[config.mk]
export PLATFORM = sky130hd
export DESIGN_NAME = ctt_timer
export DESIGN_NICKNAME = d
export VERILOG_FILES = /design/src/inc/ctt_pkg.sv /design/src/ctt_pin_sync.sv /design/src/ctt_prescale.sv /design/src/ctt_timer.sv
export SDC_FILE = /design/constraint.sdc
export NUM_CORES = 1
export LEC_CHECK = 0
export BUFFER_PORTS_ARGS = -buffer_cell sky130_fd_sc_hd__buf_2
export CAP_MARGIN = 10
export CELL_PAD_IN_SITES_DETAIL_PLACEMENT = 1
export CELL_PAD_IN_SITES_GLOBAL_PLACEMENT = 2
export CORE_MARGIN = 4
export CORE_UTILIZATION = 36
export DETAILED_ROUTE_END_ITERATION = 8
export GPL_TIMING_DRIVEN = 0
export PLACE_DENSITY_LB_ADDON = 0.1
export SYNTH_ARGS = -nofsm -noshare
export SYNTH_HDL_FRONTEND = slang
export SYNTH_SLANG_ARGS = --single-unit
[constraint.sdc]
create_clock -name clock -period 3.4 [get_ports clock]
set_input_delay 0.51 -clock clock [delete_from_list [all_inputs] [get_ports clock]]
set_output_delay 0.51 -clock clock [all_outputs]
set_load 0.01 [all_outputs]
[src/inc/ctt_pkg.sv]
`default_nettype none
package ctt_pkg;
	// Counter geometry; comparator P sees the top three counter bits.
	localparam int CNT_W = 10;
	localparam int P_SHIFT = 7;

	// Register byte addresses on the Avalon slave, one word each.
	localparam logic [4:0] ADDR_CTL0 = 5'h00;
	localparam logic [4:0] ADDR_CTL1 = 5'h04;
	localparam logic [4:0] ADDR_CNTL = 5'h08;
	localparam logic [4:0] ADDR_CNTH = 5'h0c;
	localparam logic [4:0] ADDR_CMPAL = 5'h10;
	localparam logic [4:0] ADDR_CMPAH = 5'h14;

	// Reset values of the control registers.
	localparam logic [7:0] CTL0_RST = 8'h00;
	localparam logic [7:0] CTL1_RST = 8'h00;

	// Operating modes; 2'h1 is undefined and treated like timer mode.
	localparam logic [1:0] MODE_CMP = 2'h0;
	localparam logic [1:0] MODE_PWM = 2'h2;
	localparam logic [1:0] MODE_TMR = 2'h3;

	// Pin function codes, compare mode.
	localparam logic [1:0] PF_NONE = 2'h0;
	localparam logic [1:0] PF_LOW = 2'h1;
	localparam logic [1:0] PF_HIGH = 2'h2;
	localparam logic [1:0] PF_TOGGLE = 2'h3;
	// Pin function codes, PWM mode.
	localparam logic [1:0] PF_INACT = 2'h0;
	localparam logic [1:0] PF_ACT = 2'h1;
	localparam logic [1:0] PF_PWM = 2'h2;

	// Counter clock sources.
	localparam logic [2:0] CK_SYS4 = 3'h0;
	localparam logic [2:0] CK_SYS = 3'h1;
	localparam logic [2:0] CK_HI16 = 3'h2;
	localparam logic [2:0] CK_HI64 = 3'h3;
	localparam logic [2:0] CK_SUB0 = 3'h4;
	localparam logic [2:0] CK_SUB1 = 3'h5;
	localparam logic [2:0] CK_EXTR = 3'h6;
	localparam logic [2:0] CK_EXTF = 3'h7;

	// Default sub clock divider from the system clock.
	localparam int SUB_DIV_DEF = 3814;

	typedef struct packed {
		logic pause_ctrl;
		logic [2:0] count_clock_select;
		logic module_enable;
		logic [2:0] period_compare_value;
	} ctt_ctl0_t;

	typedef struct packed {
		logic [1:0] op_mode_select;
		logic [1:0] pin_function_select;
		logic output_initial_level;
		logic output_invert;
		logic period_duty_swap;
		logic clear_source_select;
	} ctt_ctl1_t;
endpackage
`default_nettype wire

[src/ctt_pin_sync.sv]
`timescale 1ns/100ps
`default_nettype none
module ctt_pin_sync
(
	input wire logic clock,
	input wire logic nrst,
	input wire logic pin,
	output logic rise,
	output logic fall
);
	logic s1;
	logic s2;
	logic s3;
	logic level;

	// Three stages; a change is accepted once the second and third agree.
	always_ff @(posedge clock or negedge nrst)
	begin
		if (!nrst)
		begin
			s1 <= 1'b0;
			s2 <= 1'b0;
			s3 <= 1'b0;
		end
		else
		begin
			s1 <= pin;
			s2 <= s1;
			s3 <= s2;
		end
	end

	// Accepted level and one-cycle edge pulses.
	always_ff @(posedge clock or negedge nrst)
	begin
		if (!nrst)
		begin
			level <= 1'b0;
			rise <= 1'b0;
			fall <= 1'b0;
		end
		else
		begin
			rise <= (s2 == s3) && s3 && !level;
			fall <= (s2 == s3) && !s3 && level;
			if (s2 == s3)
				level <= s3;
		end
	end
endmodule
`default_nettype wire

[src/ctt_prescale.sv]
`timescale 1ns/100ps
`default_nettype none
module ctt_prescale
#(
	parameter int SUB_DIV = ctt_pkg::SUB_DIV_DEF
)
(
	input wire logic clock,
	input wire logic nrst,
	input wire logic [2:0] sel,
	input wire logic ext_rise,
	input wire logic ext_fall,
	output logic tick
);
	logic [5:0] div;
	logic [11:0] sub_cnt;
	logic sub_tick;

	// Free running divider; the high clock is the system clock here.
	always_ff @(posedge clock or negedge nrst)
	begin
		if (!nrst)
			div <= 6'h00;
		else
			div <= div + 6'h01;
	end

	// Sub clock enable, one pulse every SUB_DIV cycles.
	always_ff @(posedge clock or negedge nrst)
	begin
		if (!nrst)
		begin
			sub_cnt <= 12'h000;
			sub_tick <= 1'b0;
		end
		else
		begin
			sub_tick <= (sub_cnt == 12'(SUB_DIV - 1));
			sub_cnt <= (sub_cnt == 12'(SUB_DIV - 1)) ? 12'h000 : sub_cnt + 12'h001;
		end
	end

	// Counter clock selection, one enable pulse per counter clock.
	always_comb
	begin
		case (sel)
			ctt_pkg::CK_SYS4: tick = (div[1:0] == 2'h3);
			ctt_pkg::CK_SYS: tick = 1'b1;
			ctt_pkg::CK_HI16: tick = (div[3:0] == 4'hf);
			ctt_pkg::CK_HI64: tick = (div == 6'h3f);
			ctt_pkg::CK_SUB0, ctt_pkg::CK_SUB1: tick = sub_tick;
			ctt_pkg::CK_EXTR: tick = ext_rise;
			ctt_pkg::CK_EXTF: tick = ext_fall;
			default: tick = 1'b0;
		endcase
	end
endmodule
`default_nettype wire

[src/ctt_timer.sv]
`timescale 1ns/100ps
`default_nettype none
// Summary of operation
// RQ1 - Ten-bit up-counter advances when enabled, unpaused
// RQ2 - P compares top three bits; A all ten
// RQ3 - Software clears only by enable rise; hardware too
// RQ4 - Pause holds count; release resumes from it
// RQ5 - Clock select picks divided, sub or pin edge
// RQ6 - Enable rise zeroes count; fall holds count
// RQ7 - Enable rise restores initial output level
// RQ8 - Period value n means n times 128 clocks
// RQ9 - P match clears; zero period clears at overflow
// RQ10 - Mode field: compare, PWM, timer; 01 undefined
// RQ11 - Software disables before changing mode
// RQ12 - A match drives none, low, high, toggle
// RQ13 - PWM pin: inactive, active, waveform; 11 undefined
// RQ14 - Software changes pin function only when off
// RQ15 - Output control: initial or active level
// RQ16 - Match to same level leaves pin unchanged
// RQ17 - Invert bit inverts primary pin outside timer mode
// RQ18 - Swap bit exchanges period and duty comparators
// RQ19 - Clear source: A match or P/overflow
// RQ20 - Complementary pin is always primary inverted
// RQ21 - Count read-only pair; compare A read/write pair
// RQ22 - Low byte goes through buffer, high moves it
// RQ23 - Clear by A suppresses P flag; A zero no flag; code still raises P flag when PWM swap bit clears by A
// RQ24 - Match pulses one cycle at first equality
module ctt_timer
#(
	parameter int SUB_DIV = ctt_pkg::SUB_DIV_DEF
)
(
	input wire logic clock,
	input wire logic nrst,
	input wire logic [4:0] avs_address,
	input wire logic avs_read,
	input wire logic avs_write,
	input wire logic [31:0] avs_writedata,
	input wire logic [3:0] avs_byteenable,
	output logic [31:0] avs_readdata,
	output logic avs_waitrequest,
	input wire logic ext_count_input,
	output logic timer_out,
	output logic timer_out_inverse,
	output logic match_a_flag,
	output logic match_p_flag
);
	ctt_pkg::ctt_ctl0_t ctl0;
	ctt_pkg::ctt_ctl1_t ctl1;
	logic [9:0] count;
	logic [9:0] compare_a_value;
	logic [7:0] cnt_buf;
	logic [7:0] cmpa_buf;
	logic en_q;
	logic out_lvl;
	logic ext_rise;
	logic ext_fall;
	logic tick;
	logic wr;
	logic rd_take;
	logic en_rise;
	logic run;
	logic [10:0] inc;
	logic a_hit;
	logic p_hit;
	logic clear;
	logic pwm_lvl;
	logic next_out;
	logic [7:0] rd_byte;

	// Span of comparator P in counter clocks; zero stands for a full wrap.
	function automatic logic [10:0] ctt_p_span(input logic [2:0] pv);
		logic [10:0] span;
		span = 11'h400;
		if (pv != 3'h0)
			span = {1'b0, pv, 7'h00};
		return span;
	endfunction

	// External count pin is synchronised before any edge is taken from it.
	ctt_pin_sync u_sync
	(
		.clock(clock),
		.nrst(nrst),
		.pin(ext_count_input),
		.rise(ext_rise),
		.fall(ext_fall)
	);

	// Counter clock enable from the selected source.
	ctt_prescale #(.SUB_DIV(SUB_DIV)) u_pre
	(
		.clock(clock),
		.nrst(nrst),
		.sel(ctl0.count_clock_select), // RQ5
		.ext_rise(ext_rise),
		.ext_fall(ext_fall),
		.tick(tick)
	);

	// A request is answered after exactly one wait cycle.
	assign wr = avs_write && !avs_waitrequest && avs_byteenable[0];
	assign rd_take = avs_read && avs_waitrequest;

	// Waitrequest drops for one cycle after a request is seen.
	always_ff @(posedge clock or negedge nrst)
	begin
		if (!nrst)
			avs_waitrequest <= 1'b1;
		else
			avs_waitrequest <= !(avs_waitrequest && (avs_read || avs_write));
	end

	// Read data multiplexer; unmapped addresses read as zero.
	always_comb
	begin
		case (avs_address)
			ctt_pkg::ADDR_CTL0: rd_byte = ctl0;
			ctt_pkg::ADDR_CTL1: rd_byte = ctl1;
			ctt_pkg::ADDR_CNTL: rd_byte = cnt_buf; // RQ22
			ctt_pkg::ADDR_CNTH: rd_byte = {6'h00, count[9:8]}; // RQ21
			ctt_pkg::ADDR_CMPAL: rd_byte = cmpa_buf; // RQ22
			ctt_pkg::ADDR_CMPAH: rd_byte = {6'h00, compare_a_value[9:8]}; // RQ21
			default: rd_byte = 8'h00;
		endcase
	end

	// Read data are captured when the request is first seen and then held.
	always_ff @(posedge clock or negedge nrst)
	begin
		if (!nrst)
			avs_readdata <= 32'h0000_0000;
		else if (rd_take)
			avs_readdata <= {24'h00_0000, rd_byte};
	end

	// Control registers; the mode must only change while the timer is off.
	always_ff @(posedge clock or negedge nrst)
	begin
		if (!nrst)
		begin
			ctl0 <= ctt_pkg::CTL0_RST;
			ctl1 <= ctt_pkg::CTL1_RST;
		end
		else if (wr)
		begin
			if (avs_address == ctt_pkg::ADDR_CTL0)
				ctl0 <= avs_writedata[7:0];
			if (avs_address == ctt_pkg::ADDR_CTL1)
				ctl1 <= avs_writedata[7:0]; // RQ11
		end
	end

	// Compare A pair: low byte waits in the buffer until the high byte lands.
	always_ff @(posedge clock or negedge nrst)
	begin
		if (!nrst)
		begin
			compare_a_value <= 10'h000;
			cmpa_buf <= 8'h00;
		end
		else if (wr && avs_address == ctt_pkg::ADDR_CMPAL)
			cmpa_buf <= avs_writedata[7:0]; // RQ22
		else if (wr && avs_address == ctt_pkg::ADDR_CMPAH)
			compare_a_value <= {avs_writedata[1:0], cmpa_buf}; // RQ22
		else if (rd_take && avs_address == ctt_pkg::ADDR_CMPAH)
			cmpa_buf <= compare_a_value[7:0]; // RQ22
	end

	// Reading the count high byte freezes the low byte for the next read.
	// This keeps a two-byte read coherent while the counter keeps running.
	always_ff @(posedge clock or negedge nrst)
	begin
		if (!nrst)
			cnt_buf <= 8'h00;
		else if (rd_take && avs_address == ctt_pkg::ADDR_CNTH)
			cnt_buf <= count[7:0]; // RQ22
	end

	// Enable edge detection.
	always_ff @(posedge clock or negedge nrst)
	begin
		if (!nrst)
			en_q <= 1'b0;
		else
			en_q <= ctl0.module_enable;
	end

	assign en_rise = ctl0.module_enable && !en_q;
	assign run = ctl0.module_enable && !ctl0.pause_ctrl && tick; // RQ1 RQ4
	assign inc = {1'b0, count} + 11'h001;

	// Matches are taken on the value the counter is about to reach.
	assign a_hit = (inc == {1'b0, compare_a_value}) && (compare_a_value != 10'h000); // RQ2 RQ23 RQ24
	assign p_hit = (inc == ctt_p_span(ctl0.period_compare_value)); // RQ2 RQ8 RQ9

	// Clear source: PWM follows the swap bit, other modes the clear bit.
	always_comb
	begin
		if (ctl1.op_mode_select == ctt_pkg::MODE_PWM)
			clear = ctl1.period_duty_swap ? a_hit : p_hit; // RQ18
		else
			clear = ctl1.clear_source_select ? a_hit : p_hit; // RQ19
	end

	// Counter; a wrap past the top value is the overflow clear.
	always_ff @(posedge clock or negedge nrst)
	begin
		if (!nrst)
			count <= 10'h000;
		else if (en_rise)
			count <= 10'h000; // RQ3 RQ6
		else if (run && clear)
			count <= 10'h000; // RQ3 RQ9 RQ19
		else if (run)
			count <= inc[9:0]; // RQ1
	end

	// One-cycle match events toward the interrupt logic outside.
	always_ff @(posedge clock or negedge nrst)
	begin
		if (!nrst)
		begin
			match_a_flag <= 1'b0;
			match_p_flag <= 1'b0;
		end
		else
		begin
			match_a_flag <= run && !en_rise && a_hit; // RQ24
			match_p_flag <= run && !en_rise && p_hit && !(ctl1.op_mode_select != ctt_pkg::MODE_PWM
				&& ctl1.clear_source_select); // RQ23
		end
	end

	// Compare mode pin state; driving the level it already has changes nothing.
	always_ff @(posedge clock or negedge nrst)
	begin
		if (!nrst)
			out_lvl <= 1'b0;
		else if (en_rise)
			out_lvl <= ctl1.output_initial_level; // RQ7 RQ15
		else if (run && a_hit && ctl1.op_mode_select == ctt_pkg::MODE_CMP)
		begin
			case (ctl1.pin_function_select) // RQ12 RQ16
				ctt_pkg::PF_LOW: out_lvl <= 1'b0;
				ctt_pkg::PF_HIGH: out_lvl <= 1'b1;
				ctt_pkg::PF_TOGGLE: out_lvl <= !out_lvl;
				default: out_lvl <= out_lvl;
			endcase
		end
	end

	// Edge-aligned PWM: active while the count is below the duty point.
	// A duty at or above the period gives a fully active waveform.
	always_comb
	begin
		if (ctl1.period_duty_swap)
			pwm_lvl = ({1'b0, count} < ctt_p_span(ctl0.period_compare_value)); // RQ18
		else
			pwm_lvl = ({1'b0, count} < {1'b0, compare_a_value}); // RQ18
		if (!ctl1.output_initial_level)
			pwm_lvl = !pwm_lvl; // RQ15
	end

	// Pin level per mode; timer mode and the undefined code hold the pin.
	always_comb
	begin
		case (ctl1.op_mode_select) // RQ10
			ctt_pkg::MODE_CMP: next_out = out_lvl ^ ctl1.output_invert; // RQ17
			ctt_pkg::MODE_PWM:
			begin
				case (ctl1.pin_function_select) // RQ13
					ctt_pkg::PF_ACT: next_out = ctl1.output_initial_level;
					ctt_pkg::PF_PWM: next_out = pwm_lvl;
					default: next_out = !ctl1.output_initial_level;
				endcase
				next_out = next_out ^ ctl1.output_invert; // RQ17
			end
			default: next_out = timer_out;
		endcase
	end

	// Both pins come from flip-flops so they can never disagree.
	always_ff @(posedge clock or negedge nrst)
	begin
		if (!nrst)
		begin
			timer_out <= 1'b0;
			timer_out_inverse <= 1'b1;
		end
		else
		begin
			timer_out <= next_out;
			timer_out_inverse <= !next_out; // RQ20
		end
	end
endmodule
`default_nettype wire

==> metrics.yaml, run 1 <==
yosys:
  synth_edf_count: 0
  synth_top_area_share: 0.427
  synth_top_area_cell: "dfrtp_1"
  ys_warn_count: 0
  syn_avg_cell_area_um2: 9.68
  yosysSeqAreaShare: 0.437
  synth_area_um2: 5280
  synth_ff_type: "dfrtp_1"
  synthArstFlopShare: 1.00
  synth_cell_types: 63
  netlist_instances: 545
  ys_ff_latch: 92
  synth_area_leaders: "dfrtp_1 (43%), mux2_2 (6.6%), ha_1 (5.2%), buf_4 (3.8%), nand2_1 (3.8%)"
clocking:
  clockRootBuffer: "clkbuf_16"
  cts_buffers: 9
  clkSlewWorstSetupHoldPaths_ns: 0.07
  insertion_delay_ns: 0.35
  clk_path_buf_depth: 2
  cts_tree: "yes"
  cts.sink_count: 92
  h-tree-depth: 3
final_layout:
  design_area_um2: 6120
  n_antenna_cell: 0
  final_net_count: 680
  n_fill_cell: 1652
  final_common_cell: "dfrtp_1"
  area_growth_pct: 16.0
  multi_input_area_um2: 2710
  fin_util: 0.434
  fin_cells: 796
  mostFrequentLayoutCells: "dfrtp_1 (90), nand2_1 (54), nor2_1 (43)"
  ff_latch_area_um2: 2300
  final_layout_size_suffix_gt1_frac: 0.203
timing:
  fmax_mhz: 318
  rsz0062_at_grt: "false"
  skew_ns: 0.00593
  worstMarginPinSlew_ns: 0.707
  period_minus_slack_ns: 3.14
  setup_violations: 0
  slew_viol_final: 0
  maxSlewHeadroom: 0.529
  setup_slack_ns: 0.257
  hold_viol_final: 0
  period_share: 0.925
hold_path:
  hp-class: "input pin to async pin"
setup_path:
  startpoint_type: "flip-flop"
  endpoint_kind: "flip-flop"
  cp_max_fo: 9
  critical_path_class: "flip-flop to flip-flop"
  crit_arrival_ns: 3.39
  reg2reg_depth: 8
  cp.required_ns: 3.65
floorplanning:
  die_x_um: 129
  row_count: 43
  die_y_um: 129
  core_um2: 14100
  ios: 83
  start_util: 0.374
  dieArea_um2: 16700
placement:
  post-place-cells: 781
  place_congestion: 0.844
  post-dp-hpwl_mm: 11.4
  placed_cell_area_um2: 5790
  dp_slack_ns: -0.00140
  io_buffers: 31
power:
  fin_total_pwr_mw: 2.65
  ir_worst_vdd_mv: 0.266
  powerDensity_nw_per_um2: 432
  p_leak_nw: 2.89
routing:
  antenna_left: 0
  vias_per_cell: 5.38
  num_vias: 4283
  drtIter0Drc: 223
  drt_wl_total_mm: 14.9
  drc: 0
  first_pass_iters: 4
  wl_per_cell_um: 18.8
grt:
  grt_remaining_overflow: 0
  antenna_found_initial: 0
  top_usage_layer: "met2"
  met1_usage: 0.267
  grtUsageMet2: 0.305
  gr-usage-met3: 0.0280
  track_usage: 0.190
  grt_max_degree: 55
  grt_pass1_wl_mm: 24.5
  grt_pass1_vias: 4417
job:
  maxCapViolCount: 0
run_status:
  status: "complete, no violations"
-- report_power, final --
part / switching (mW) / leakage [nW] / total [mW] / internal [mW]
sequential: 0.0621 / 1.21 / 1.22 / 1.16
clock: 0.449 / 0.156 / 1.11 / 0.665
combinational: 0.179 / 1.52 / 0.316 / 0.137
total: 0.689 / 2.89 / 2.65 / 1.96
-- cell type report --
cell class / count / area share
inverter: 24 / 0.0147
sequential: 92 / 0.376
clock inverter: 5 / 0.0137
clock buffer: 10 / 0.0390
timing repair buffer: 33 / 0.0315
multi-input combinational: 408 / 0.443
buffer: 44 / 0.0448
tap: 180 / 0.0368
-- cells by family (layout without fill, tap and decap cells) --
kind of cell             count (synthesis)  count (layout)  share of synthesized area
AND/OR/NAND/NOR                        189             189                      0.178
AO/OA/AOI/OAI                          101             101                      0.125
flip-flops                              92              92                      0.437
buffers and inverters                   68             116                     0.0688
multiplexers                            46              46                     0.0946
XOR/XNOR                                26              26                     0.0446
adder cells (fa/ha/maj)                 22              22                     0.0522
other                                    1              24                   0.000711
-- sequential cells by signal, summed over array words and instances (netlist names), 6 cells and up, named ones only --
signal and flops:
u_pre.sub_cnt 12, compare_a_value 10, cnt_buf 8, ctl0 8
cmpa_buf 8, count 10, u_pre.div 6, ctl1 8
avs_readdata 8
-- path summary, 6_finish.rpt --
path | start | end | slack (ns)
max in group asynchronous | nrst | avs_waitrequest$_DFF_PN1_ | 2.59
setup reg to reg | count[0]$_DFFE_PN0P_ | out_lvl$_DFFE_PN0P_ | 0.26
hold / removal | nrst | count[0]$_DFFE_PN0P_ | 0.13
hold reg to reg | u_sync.s1$_DFF_PN0_ | u_sync.s2$_DFF_PN0_ | 0.35
setup / recovery | count[0]$_DFFE_PN0P_ | out_lvl$_DFFE_PN0P_ | 0.26
min in group clock | ext_count_input | u_sync.s1$_DFF_PN0_ | 0.27
-- cells in the mapped netlist, drive strengths merged, types with 5 or more instances --
cell and number:
ha 22, nand3 20, mux2i 15, nand2 54
a2111oi 5, nand4 5, a21o 6, xnor2 15
and3 11, o21ai 29, dfrtp 90, mux2 31
nor2 43, inv 24, a22oi 8, xor2 11
clkbuf 11, buf 33, nor2b 5, a21oi 24
nor3 8, nand2b 9, nor4 10
-- per-stage QoR --
step / hold slack, ns / setup TNS, ns
2_1_floorplan: 0.214 / 0
3_3_place_gp: 0.345 / 0
3_5_place_dp: 0.336 / -0.00140
4_1_cts: 0.154 / 0
5_1_grt: 0.180 / 0
6_report: 0.127 / 0
-- critical path, cell delays in order, from the launching register on --
cell and delay [ns]:
dfrtp_1 0.53, ha_1 0.38, nand3_2 0.22, a211oi_1 0.10, nor4_1 0.42, nand3_1 0.12, or4b_1 0.62, or4_1 0.54
o311ai_1 0.10
-- per-layer routing --
layer | wire [µm] | part of all wire | vias to the layer above
met3 | 547 | 0.037 | 15
met2 | 7050 | 0.47 | 75
li1 | - | - | 2021
met1 | 7130 | 0.48 | 2172
met5 | 0 | 0 | -
met4 | 211 | 0.014 | 0
-- timing repair --
item	in CTS	in global routing
setup endpoints to repair	0	11
resized for setup	0	4
hold buffers	0	0
setup buffers	0	0
(Power assumes the default switching activity.)
==> run 2: changes to the inputs <==
--- a/config.mk
+++ b/config.mk
@@ -14,6 +14,7 @@
 export DETAILED_ROUTE_END_ITERATION = 8
 export GPL_TIMING_DRIVEN = 0
 export PLACE_DENSITY_LB_ADDON = 0.1
+export RECOVER_POWER = 100
 export SYNTH_ARGS = -nofsm -noshare
 export SYNTH_HDL_FRONTEND = slang
 export SYNTH_SLANG_ARGS = --single-unit
==> run 2 against run 1 <==
Effect of this change:
- the run now ends with max-capacitance violations, max-slew violations left
- final area down 0.86%
- flip-flop and latch count did not move
- core utilization is 0.37 points lower
- clock skew is 0.0012 ns lower
- critical path depth did not move
- clock-buffer cell count unchanged
- final cell count stayed put
- combinational power decreased by 3%
- register-to-register slack about the same
- sequential share of layout area is 0.33 points higher
- global-route usage did not move
- sequential power is essentially flat
- largest cell class unchanged
- largest power group unchanged
==> metrics.yaml, run 2 (same netlist as run 1, synthesis figures left out) <==
run_status:
  status: "complete, but fails checks"
  violations: "max-capacitance violations, max-slew violations"
clocking:
  cts.sink_count: 92  # unchanged
  cts_tree: "yes"
  clkSlewWorstSetupHoldPaths_ns: 0.07  # about the same
  clk_path_buf_depth: 2  # unchanged
  insertion_delay_ns: 0.35  # about the same
  h-tree-depth: 3  # unchanged
  cts_setup_buffers: 0  # unchanged
  clockRootBuffer: "clkbuf_16"
  cts_buffers: 9  # unchanged
floorplanning:
  row_count: 43  # unchanged
  core_um2: 14100  # unchanged
  die_y_um: 129  # unchanged
  ios: 83  # unchanged
  die_x_um: 129  # unchanged
  start_util: 0.374  # unchanged
  dieArea_um2: 16700  # unchanged
grt:
  grt_max_degree: 55  # unchanged
  grt_remaining_overflow: 0  # unchanged
  antenna_found_initial: 0  # unchanged
  grtUsageMet2: 0.305  # unchanged
  gr-usage-met3: 0.0280  # unchanged
  met1_usage: 0.267  # unchanged
  top_usage_layer: "met2"
  grt_pass1_vias: 4417  # unchanged
  grt_pass1_wl_mm: 24.5  # unchanged
  track_usage: 0.190  # unchanged
timing:
  setup_violations: 0  # unchanged
  hold_viol_final: 0  # unchanged
  rsz0062_at_grt: "false"
  maxSlewHeadroom: -0.386  # -0.915
  period_share: 0.926  # +0.00116
  whs_ns: 0.268  # +0.141 ns
  worstMarginPinSlew_ns: 2.08  # +1.37 ns
  fmax_mhz: 318  # -0.13%
  slew_viol_final: 40  # +40
  period_minus_slack_ns: 3.15  # +0.00396 ns
  skew_ns: 0.00478  # -0.00115 ns
setup_path:
  critical_path_class: "flip-flop to flip-flop"
  startpoint_type: "flip-flop"
  cp.required_ns: 3.64  # about the same
  endpoint_kind: "flip-flop"
  worstReg2RegStart: "count[0]$_DFFE_PN0P_"
  crit_arrival_ns: 3.39  # about the same
  startpoint: "count[0]$_DFFE_PN0P_"
  cp_max_fo: 9  # unchanged
routing:
  drt_wl_total_mm: 14.9  # about the same
  drtIter0Drc: 235  # +5.4%
  vias_per_cell: 5.38  # about the same
  antenna_left: 0  # unchanged
  num_vias: 4286  # +0.070%
  wl_per_cell_um: 18.8  # about the same
  first_pass_iters: 4  # unchanged
  drc: 0  # unchanged
final_layout:
  final_common_cell: "dfrtp_1"
  area_growth_pct: 15.0
  n_antenna_cell: 0  # unchanged
  fin_util: 0.431  # -0.00373
  final_layout_size_suffix_gt1_frac: 0.172  # -0.0308
  largest_reg_flops: 12  # unchanged
  final_net_count: 680  # unchanged
  mostFrequentLayoutCells: "dfrtp_1 (90), nand2_1 (54), nor2_1 (43)"
  reg_top3: "u_pre.sub_cnt: 12 flops, compare_a_value: 10 flops, count: 10 flops"
  top_register: "u_pre.sub_cnt"
hold_path:
  hp-class: "input pin to flip-flop"
  hp-start: "ext_count_input"
placement:
  io_buffers: 31  # unchanged
  place_congestion: 0.844  # unchanged
  post-dp-hpwl_mm: 11.4  # unchanged
power:
  switchingPower_mw: 0.688  # -0.19%
  ir_worst_vdd_mv: 0.266  # +0.11%
  clkPwrFrac: 0.422  # about the same
  powerDensity_nw_per_um2: 435  # +0.52%
  p_leak_nw: 2.81  # -2.6%
  power_frac_seq: 0.462  # +0.002
  p_int_mw: 1.95  # -0.39%
  p_comb_frac: 0.117  # -0.002
  sw_frac_of_total: 0.261  # +0.000394
job:
  maxCapViolCount: 1  # +1
## run 2: area by class of cell
class	instances	area [µm²]
Buffer	44	274
Clock buffer	10	239
Clock inverter	5	83.8
Fill cell	1665	8030
Inverter	24	90.1
Multi-Input combinational cell	408	2710
Sequential cell	92	2300
Tap cell	180	225
Timing Repair Buffer	33	146
## run 2: path summary, 6_finish.rpt
path / end / slack [ns] / depth (start not counted)
setup / recovery: out_lvl$_DFFE_PN0P_ / 0.25 / 8
hold reg to reg: u_sync.s2$_DFF_PN0_ / 0.35 / 0
max in group asynchronous: avs_readdata[7]$_DFFE_PN0P_ / 0.83 / 2
min in group asynchronous: count[0]$_DFFE_PN0P_ / 0.74 / 1
setup reg to reg: out_lvl$_DFFE_PN0P_ / 0.25 / 8
hold / removal: u_sync.s1$_DFF_PN0_ / 0.27 / 1
## run 2: stage by stage
step	setup TNS, ns	setup slack [ns]	total power [mW]	instance area, µm²	std cells
global placement	0	0.0430	1.54	5740	779
global route	0	0.0339	2.77	6070	796
detailed placement	-0.00140	-0.00140	1.56	5790	781
CTS	0	0.00598	2.69	6110	796
finish	0	0.253	2.64	6070	796
floorplan	0	0.808	1.42	5360	568
## run 2: timing repair
| item | CTS | global route |
|---|---|---|
| endpoints found under the setup margin | 0 | 11 |
| hold endpoints to repair | 0 | 0 |
| hold buffers | 0 | 0 |
| resized for setup | 0 | 4 |
## run 2: worst max-delay path, cell delays in order (launching register included)
cell	delay, ns
dfrtp_1	0.53
ha_1	0.38
nand3_2	0.22
a211oi_1	0.10
nor4_1	0.42
nand3_1	0.12
or4b_1	0.62
or4_1	0.54
o311ai_1	0.10
## run 2: per-layer routing
layer	up-vias	routed length (µm)
met4	0	211
met2	80	7010
met5	-	0
met1	2167	7150
met3	15	556
li1	2024	-
## run 2: power by group through the flow
stage	clock, mW	sequential [mW]	combinational [mW]
floorplan	0	1.22	0.200
global placement	0	1.24	0.306
detailed placement	0	1.24	0.316
CTS	1.15	1.22	0.318
global route	1.20	1.22	0.353
finish	1.11	1.22	0.308
